--- config.mk ---
export PLATFORM = sky130hd
export DESIGN_NAME = i2c_shift_addr_start_filter
export DESIGN_NICKNAME = d
export VERILOG_FILES = /design/src/hdl/i2c_saf_pkg.sv /design/src/hdl/i2c_shift_addr_start_filter.sv /design/src/hdl/i2c_start_filter.sv
export VERILOG_INCLUDE_DIRS = /design/src /design/src/hdl
export SDC_FILE = /design/constraint.sdc
export NUM_CORES = 1
export LEC_CHECK = 0
export ABC_AREA = 1
export BUFFER_PORTS_ARGS = -buffer_cell sky130_fd_sc_hd__buf_2
export CAP_MARGIN = 10
export CORE_MARGIN = 3
export CORE_UTILIZATION = 30
export CTS_BUF_LIST = sky130_fd_sc_hd__clkbuf_8 sky130_fd_sc_hd__clkbuf_16
export CTS_CLUSTER_SIZE = 10
export DETAILED_ROUTE_END_ITERATION = 6
export GPL_TIMING_DRIVEN = 0
export HOLD_SLACK_MARGIN = 0.02
export PLACE_DENSITY = 0.58
export SYNTH_ARGS = -nofsm -noshare
export SYNTH_HDL_FRONTEND = slang
export SYNTH_SLANG_ARGS = --single-unit
--- constraint.sdc ---
create_clock -name core_clk -period 2.2 [get_ports core_clk]
set_clock_uncertainty 0.1 [all_clocks]
set_input_delay 0.11 -clock core_clk [delete_from_list [all_inputs] [get_ports core_clk]]
set_output_delay 0.11 -clock core_clk [all_outputs]
set_load 0.05 [all_outputs]
--- src/hdl/i2c_saf_regs.svh ---
/*
 Register offsets, field positions, reset values and counts for the
 I2C shift, own-address and START filter block.
 Assumes it is included by bare name from the design files.
*/
`ifndef I2C_SAF_REGS_SVH
`define I2C_SAF_REGS_SVH

`define REG_START_SETUP 8'hDB
`define REG_SHIFT_BYTE  8'hDE
`define REG_OWN_ID      8'hDF
`define RST_BYTE        8'h00
`define SETUP_EXT_BIT   7
`define BYTE_BITS       4'h8
`define SAMPLE_ONE      8'h01

`endif

--- src/hdl/i2c_saf_pkg.sv ---
/*
 Shared types of the I2C shift, own-address and START filter block.
 Assumes no other package.
*/
package i2c_saf_pkg;

    typedef struct packed {
        logic       wr;
        logic       rd;
        logic [7:0] addr;
        logic [7:0] wdata;
    } sfr_req_t;

    typedef enum logic [1:0] {
        LINK_IDLE,
        LINK_SHIFT,
        LINK_ACK,
        LINK_STALL
    } link_state_t;

    typedef enum logic {
        FILT_IDLE,
        FILT_SAMPLE
    } filt_state_t;

endpackage : i2c_saf_pkg

--- src/hdl/i2c_shift_addr_start_filter.sv ---
/*
 Slave byte shifter with bus stall, own-address compare and START
 filter, reached through SFR strobes.
 Assumes SDA and SCL pins are open drain with external pull-ups and
 that the status logic around it clears the flags on software request.
*/
`timescale 1ns/10ps
`include "i2c_saf_regs.svh"

module i2c_shift_addr_start_filter (
    input  wire logic                  core_clk,
    input  wire logic                  reset,
    input  wire i2c_saf_pkg::sfr_req_t sfrReq,
    output logic [7:0]                 sfrRdData,
    input  wire logic                  sdaIn,
    input  wire logic                  sclIn,
    output logic                       sdaOut,
    output logic                       sdaOe,
    output logic                       sclOut,
    output logic                       sclOe,
    input  wire logic                  slaveEnable,
    input  wire logic                  ackEnable,
    input  wire logic                  doneClear,
    input  wire logic                  matchClear,
    output logic                       doneFlag,
    output logic                       addrMatch,
    output logic                       txMode
);
    i2c_saf_pkg::link_state_t state;
    logic       sdaMeta, sdaS, sdaPrev;
    logic       sclMeta, sclS, sclPrev;
    logic       sclRise, sclFall, stopSeen, live;
    logic       startOk, startBad;
    logic [7:0] setupReg, dataReg, shiftReg;
    logic [6:0] ownIdReg;
    logic [3:0] bitCnt;
    logic       addrPhase, txDir, ackStage;
    logic       idMatch, wrDat, rdDat, release_, doneSet, matchSet;
    logic       sdaNext;

    // one address decoder for reads and writes
    function automatic logic hit(input logic [7:0] a, input logic [7:0] o);
        hit = (a == o);
    endfunction : hit

    // pins pass two flops before any logic looks at them
    always_ff @(posedge core_clk or posedge reset) begin
        if (reset) begin
            {sdaMeta, sdaS, sdaPrev} <= 3'h7;
            {sclMeta, sclS, sclPrev} <= 3'h7;
        end else begin
            {sdaMeta, sdaS, sdaPrev} <= {sdaIn, sdaMeta, sdaS};
            {sclMeta, sclS, sclPrev} <= {sclIn, sclMeta, sclS};
        end
    end

    assign sclRise  = sclS & ~sclPrev;
    assign sclFall  = ~sclS & sclPrev;
    assign stopSeen = sclS & sclPrev & sdaS & ~sdaPrev;
    assign live     = slaveEnable & ~stopSeen & ~startOk;
    assign idMatch  = (ownIdReg == shiftReg[7:1]);
    assign wrDat    = sfrReq.wr & hit(sfrReq.addr, `REG_SHIFT_BYTE);
    assign rdDat    = sfrReq.rd & hit(sfrReq.addr, `REG_SHIFT_BYTE);
    // stall ends by write when sending, by read when receiving
    assign release_ = (state == i2c_saf_pkg::LINK_STALL)
                    & (txDir ? wrDat : rdDat);
    assign doneSet  = live & (state == i2c_saf_pkg::LINK_ACK) & sclFall
                    & (~addrPhase | idMatch);
    assign matchSet = doneSet & addrPhase;

    i2c_start_filter u_filter (
        .core_clk (core_clk),
        .reset    (reset),
        .sdaS     (sdaS),
        .sclS     (sclS),
        .armed    (slaveEnable),
        .setup    (setupReg),
        .startOk  (startOk),
        .startBad (startBad)
    );

    // byte engine; a stop or disable always returns to idle
    always_ff @(posedge core_clk or posedge reset) begin
        if (reset) begin
            state     <= i2c_saf_pkg::LINK_IDLE;
            shiftReg  <= `RST_BYTE;
            bitCnt    <= 4'h0;
            addrPhase <= 1'b0;
            txDir     <= 1'b0;
            ackStage  <= 1'b1;
        end else if (!slaveEnable || stopSeen) begin
            state <= i2c_saf_pkg::LINK_IDLE;
        end else if (startOk) begin
            state     <= i2c_saf_pkg::LINK_SHIFT;
            bitCnt    <= 4'h0;
            addrPhase <= 1'b1;
            txDir     <= 1'b0;
        end else begin
            case (state)
                i2c_saf_pkg::LINK_SHIFT: begin
                    if (sclRise && bitCnt != `BYTE_BITS) begin
                        bitCnt <= bitCnt + 4'h1;
                        if (!txDir) begin
                            shiftReg <= {shiftReg[6:0], sdaS};
                        end
                    end else if (sclFall && bitCnt == `BYTE_BITS) begin
                        state <= i2c_saf_pkg::LINK_ACK;
                        if (addrPhase && idMatch) begin
                            txDir <= shiftReg[0];
                        end
                    end else if (sclFall && txDir) begin
                        shiftReg <= {shiftReg[6:0], 1'b1};
                    end
                end
                i2c_saf_pkg::LINK_ACK: begin
                    if (sclRise) begin
                        ackStage <= sdaS;
                    end
                    if (sclFall) begin
                        state <= (addrPhase && !idMatch)
                               ? i2c_saf_pkg::LINK_IDLE
                               : i2c_saf_pkg::LINK_STALL;
                    end
                end
                i2c_saf_pkg::LINK_STALL: begin
                    if (release_) begin
                        state     <= i2c_saf_pkg::LINK_SHIFT;
                        bitCnt    <= 4'h0;
                        addrPhase <= 1'b0;
                        if (txDir) begin
                            shiftReg <= sfrReq.wdata;
                        end
                    end
                end
                default: state <= i2c_saf_pkg::LINK_IDLE;
            endcase
        end
    end

    // registers; received byte lands at end of its eighth bit
    always_ff @(posedge core_clk or posedge reset) begin
        if (reset) begin
            setupReg <= `RST_BYTE;
            dataReg  <= `RST_BYTE;
            ownIdReg <= 7'h00;
        end else begin
            if (sfrReq.wr && hit(sfrReq.addr, `REG_START_SETUP)) begin
                setupReg <= sfrReq.wdata;
            end
            if (sfrReq.wr && hit(sfrReq.addr, `REG_OWN_ID)) begin
                ownIdReg <= sfrReq.wdata[7:1];
            end
            if (wrDat) begin
                dataReg <= sfrReq.wdata;
            end else if (state == i2c_saf_pkg::LINK_SHIFT && sclFall
                         && bitCnt == `BYTE_BITS && !txDir) begin
                dataReg <= shiftReg;
            end
        end
    end

    // read data is held until the next read strobe
    always_ff @(posedge core_clk or posedge reset) begin
        if (reset) begin
            sfrRdData <= `RST_BYTE;
        end else if (sfrReq.rd) begin
            if (hit(sfrReq.addr, `REG_START_SETUP)) begin
                sfrRdData <= setupReg;
            end else if (rdDat) begin
                sfrRdData <= dataReg;
            end else if (hit(sfrReq.addr, `REG_OWN_ID)) begin
                sfrRdData <= {ownIdReg, 1'b0};
            end else begin
                sfrRdData <= `RST_BYTE;
            end
        end
    end

    // flags: a set in the clearing cycle wins
    always_ff @(posedge core_clk or posedge reset) begin
        if (reset) begin
            doneFlag  <= 1'b0;
            addrMatch <= 1'b0;
        end else begin
            doneFlag  <= doneSet | (doneFlag & ~doneClear);
            addrMatch <= matchSet | (addrMatch & ~matchClear);
        end
    end

    // SDA drive: data bit when sending, ack when receiving
    always_comb begin
        sdaNext = 1'b0;
        case (state)
            i2c_saf_pkg::LINK_SHIFT: sdaNext = txDir & ~shiftReg[7];
            i2c_saf_pkg::LINK_ACK:   sdaNext = ackEnable
                & (addrPhase ? idMatch : ~txDir);
            default:                 sdaNext = 1'b0;
        endcase
    end

    // one clock of pin latency is negligible next to SCL periods
    always_ff @(posedge core_clk or posedge reset) begin
        if (reset) begin
            sdaOe <= 1'b0;
            sclOe <= 1'b0;
        end else begin
            sdaOe <= sdaNext;
            sclOe <= (state == i2c_saf_pkg::LINK_STALL);
        end
    end

    assign sdaOut = 1'b0;
    assign sclOut = 1'b0;
    assign txMode = txDir;
endmodule : i2c_shift_addr_start_filter

--- src/hdl/i2c_start_filter.sv ---
/*
 START condition sampling filter.
 Assumes sdaS and sclS are already synchronised to core_clk.
*/
`timescale 1ns/10ps
`include "i2c_saf_regs.svh"

module i2c_start_filter (
    input  wire logic       core_clk,
    input  wire logic       reset,
    input  wire logic       sdaS,
    input  wire logic       sclS,
    input  wire logic       armed,
    input  wire logic [7:0] setup,
    output logic            startOk,
    output logic            startBad
);
    i2c_saf_pkg::filt_state_t state;
    logic       sdaPrev;
    logic [7:0] left_reg;
    logic [7:0] total;
    logic [7:0] taken_reg;
    logic [7:0] totalHeld;
    logic       fallSeen;
    logic       badSample;

    // falling SDA while SCL high opens a candidate
    assign fallSeen  = armed & sclS & sdaPrev & ~sdaS;
    assign badSample = sdaS | ~sclS;
    // sample count from the setup byte
    assign total = setup[`SETUP_EXT_BIT]
                 ? ({1'b0, setup[6:0]} + 8'h01)
                 : `SAMPLE_ONE;

    always_ff @(posedge core_clk or posedge reset) begin
        if (reset) begin
            sdaPrev <= 1'b1;
        end else begin
            sdaPrev <= sdaS;
        end
    end

    // one sample per clock, so spacing is one oscillator period
    always_ff @(posedge core_clk or posedge reset) begin
        if (reset) begin
            state    <= i2c_saf_pkg::FILT_IDLE;
            left_reg <= `RST_BYTE;
            startOk  <= 1'b0;
            startBad <= 1'b0;
        end else begin
            startOk  <= 1'b0;
            startBad <= 1'b0;
            if (!armed) begin
                state <= i2c_saf_pkg::FILT_IDLE;
            end else begin
                case (state)
                    i2c_saf_pkg::FILT_IDLE: begin
                        if (fallSeen) begin
                            state    <= i2c_saf_pkg::FILT_SAMPLE;
                            left_reg <= total;
                        end
                    end
                    i2c_saf_pkg::FILT_SAMPLE: begin
                        if (badSample) begin
                            startBad <= 1'b1;
                            state    <= i2c_saf_pkg::FILT_IDLE;
                        end else if (left_reg == 8'h01) begin
                            startOk <= 1'b1;
                            state   <= i2c_saf_pkg::FILT_IDLE;
                        end else begin
                            left_reg <= left_reg - 8'h01;
                        end
                    end
                    default: state <= i2c_saf_pkg::FILT_IDLE;
                endcase
            end
        end
    end

    // helper: samples taken in the current candidate
    always_ff @(posedge core_clk or posedge reset) begin
        if (reset) begin
            taken_reg <= `RST_BYTE;
            totalHeld <= `RST_BYTE;
        end else begin
            if (state == i2c_saf_pkg::FILT_SAMPLE) begin
                taken_reg <= taken_reg + 8'h01;
            end else begin
                taken_reg <= `RST_BYTE;
            end
            if (state == i2c_saf_pkg::FILT_IDLE && fallSeen) begin
                totalHeld <= total;
            end
        end
    end
endmodule : i2c_start_filter

==> results.py <==
metrics = {
    "detailed_routing": {
        "firstDrtPassIters": 4,
        "drc": 0,
        "ant_nets": 0,
        "wl_per_cell_um": 13.0,
        "viasPerCell": 4.74,
        "totalWireLength_um": 8830,
        "drtIter0Drc": 217,
        "vias": 3225,
    },
    "global_route": {
        "grt-ovfl-total": 0,
        "grtUsageMet1_pct": 19.8,
        "grt_use_total_pct": 14.1,
        "antenna_found_initial": 0,
        "grt_util_met3_pct": 2.56,
        "met2_usage_pct": 22.0,
        "grt_max_degree": 68,
        "grt_pass1_vias": 3162,
        "grt_pass1_wl_um": 14900,
        "grt.busiest_layer": "met2",
    },
    "synth": {
        "synth_area_um2": 3610,
        "yosysTopAreaCell": "dfrtp_1",
        "ys_seq_area_share_pct": 46.6,
        "synthFlopType": "dfrtp_1",
        "avgSynthCellArea_um2": 7.72,
        "yosysWarnings": 0,
        "synth_top_area_share_pct": 42.2,
        "synth-async-reset-ratio_pct": 100,
        "synth_seq_cells": 67,
        "yosys.cell_types.count": 38,
        "syn_inst": 468,
        "yosysMostFrequentCell": "nand2_1",
        "synth_edf_count": 0,
        "yosys-top-cells-count": "144 x nand2_1, 61 x dfrtp_1, 57 x inv_1, 55 x o21ai_0, 30 x nor2_1",
        "synthTopCellsByArea": "dfrtp_1 42%, nand2_1 15%, o21ai_0 7.6%",
    },
    "placed_design": {
        "portBuffers": 38,
        "pre_cts_ws_ns": 0.223,
        "place_area_um2": 3990,
        "hpwl_um": 6580,
        "place_congestion": 0.799,
    },
    "worst_setup_path": {
        "end_kind": "flop",
        "crit_fanout": 9,
        "start_kind": "flop",
        "required_ns": 2.32,
        "critPathKind": "reg2reg",
        "worst-path-buf-inv": 1,
        "crit_slowest_cell": "dfrtp_1",
        "crit_chain": "inv_1 > ha_1 > nor2_1 > a21oi_1 > nand3_1 > a31oi_4 > nand2_4 > nand2_1 > nand2_1",
        "crit_top_cell": "nand2_1",
        "slowest_delay_ns": 0.42,
        "arrival_ns": 2.11,
        "critPathTopFamily": "simple AND/OR/NAND/NOR gates",
    },
    "timing": {
        "fin_crit_ns": 1.99,
        "drv_slew": 0,
        "period_share_pct": 90.6,
        "max_freq_ghz": 0.502,
        "rsz0062_at_grt": "no",
        "tightest_slew_ns": 0.842,
        "tns_ns": 0,
        "finalSetupViolCount": 0,
        "setup_ws_ns": 0.207,
        "hold_viol": 0,
        "timing.hold.ws_ns": 0.0297,
        "max-slew-margin-rel_pct": 43.9,
    },
    "clocking": {
        "clk_pin_slew_ns": 0.05,
        "cts_setup_buffers": 0,
        "cts_tree": "built",
        "htreeDepth": 3,
        "clkSinkCount": 67,
        "numCtsBuffers": 9,
        "insertion_delay_ns": 0.33,
        "cts_buffer_depth": 2,
        "cts_root_buffer": "clkbuf_16",
    },
    "worst_hold_path": {
        "min_path_type": "in2reg",
    },
    "power": {
        "p_leak_nw": 2.19,
        "vdd_drop_max_v": 0.000476,
        "power_per_cell_area_nw_per_um2": 684,
    },
    "floorplan": {
        "fp.dieH_um": 116,
        "core_um2": 11600,
        "io_pins": 41,
        "dieWidth_um": 116,
        "start_util_pct": 31.1,
        "dieArea_um2": 13400,
        "rows": 39,
    },
    "status": {
        "outcome": "finished, final reports clean",
    },
    "final_layout": {
        "final_nets": 567,
        "area_growth_pct": 22.5,
        "final_layout_size_suffix_gt1_share_pct": 15.8,
        "antenna_cells": 0,
        "design_area_um2": 4430,
    },
    "flow_run": {
        "max-cap-violations": 0,
    },
}
-- layout by cell type, fill, tap and decap left out, types with 3 or more instances in the layout --
master and count:
nand2_1 144, dfrtp_1 61, inv_1 57, o21ai_0 55
buf_2 40, nor2_1 30, nand3_1 26, a21oi_1 14
dlygate4sd3_1 14, o21ai_1 13, ha_1 9, clkbuf_16 9
dfstp_2 6, nand2_2 5, xor2_1 5, nor3_1 4
a31oi_1 3, clkbuf_1 3, nand3_2 3, clkinv_2 3
-- where the power goes --
part           internal, W  switching, W  total, W
clock network     0.000897      0.000520   0.00142
logic            0.0000996      0.000167  0.000267
registers          0.00129     0.0000498   0.00134
total              0.00229      0.000737   0.00303
-- worst reg2reg max path: stages, from the launching register on --
cell	delay [ns]
dfrtp_1	0.42
inv_1	0.11
ha_1	0.31
nor2_1	0.10
a21oi_1	0.12
nand3_1	0.13
a31oi_4	0.33
nand2_4	0.13
nand2_1	0.08
nand2_1	0.05
-- metrics by stage --
step	instances	utilization [%]	total power (W)
floorplan	469	-	0.00152
global placement	650	34.3	0.00161
finish	680	38.1	0.00303
CTS	680	38.1	0.00307
global route	680	38.1	0.00319
detailed placement	650	34.3	0.00161
-- final cells by class --
class	instances	area, um^2
repair buffers	52	330
plain buffers	10	63.8
well taps	143	179
multi-input cells	333	1650
fillers	1210	7190
inverters	59	224
clock buffers	10	239
clock inverters	6	56.3
flip-flops and latches	67	1680
-- metal layers --
metal / vias to the layer above / wire length (um)
li1: 1637 / -
met1: 1502 / 4280
met2: 75 / 4040
met3: 11 / 395
met4: 0 / 119
met5: - / 0
-- final timing paths --
path | startpoint | to | slack [ns] | depth (start not counted)
worst max-delay path | state[1] | shiftReg[3] | 0.21 | 9
max in group asynchronous | reset | sfrRdData[7] | 1.04 | 3
worst min-delay path | sfrReq[2] | setupReg[2] | 0.03 | 3
worst max register to register | state[1] | shiftReg[3] | 0.21 | 9
worst min register to register | sdaMeta | sdaS | 0.25 | 0
min in group asynchronous | reset | u_filter.left_reg[1] | 0.40 | 3
-- logic make-up (layout without fill, tap and decap cells) --
family | Yosys count | in the layout | share of synthesized area [%]
AO/OA/AOI/OAI | 96 | 96 | 14.6
XOR/XNOR | 6 | 6 | 1.45
adder cells (fa/ha/maj) | 9 | 9 | 3.12
buffers and inverters | 69 | 137 | 7.86
flip-flops | 67 | 67 | 46.6
other | 1 | 2 | 0.104
AND/OR/NAND/NOR | 220 | 220 | 26.2
-- timing repair --
item	4_1_cts	5_1_grt
endpoints found under the setup margin	0	1
endpoints found under the hold margin	77	0
resized for setup	0	2
hold buffers	14	0
(Power assumes the default switching activity.)
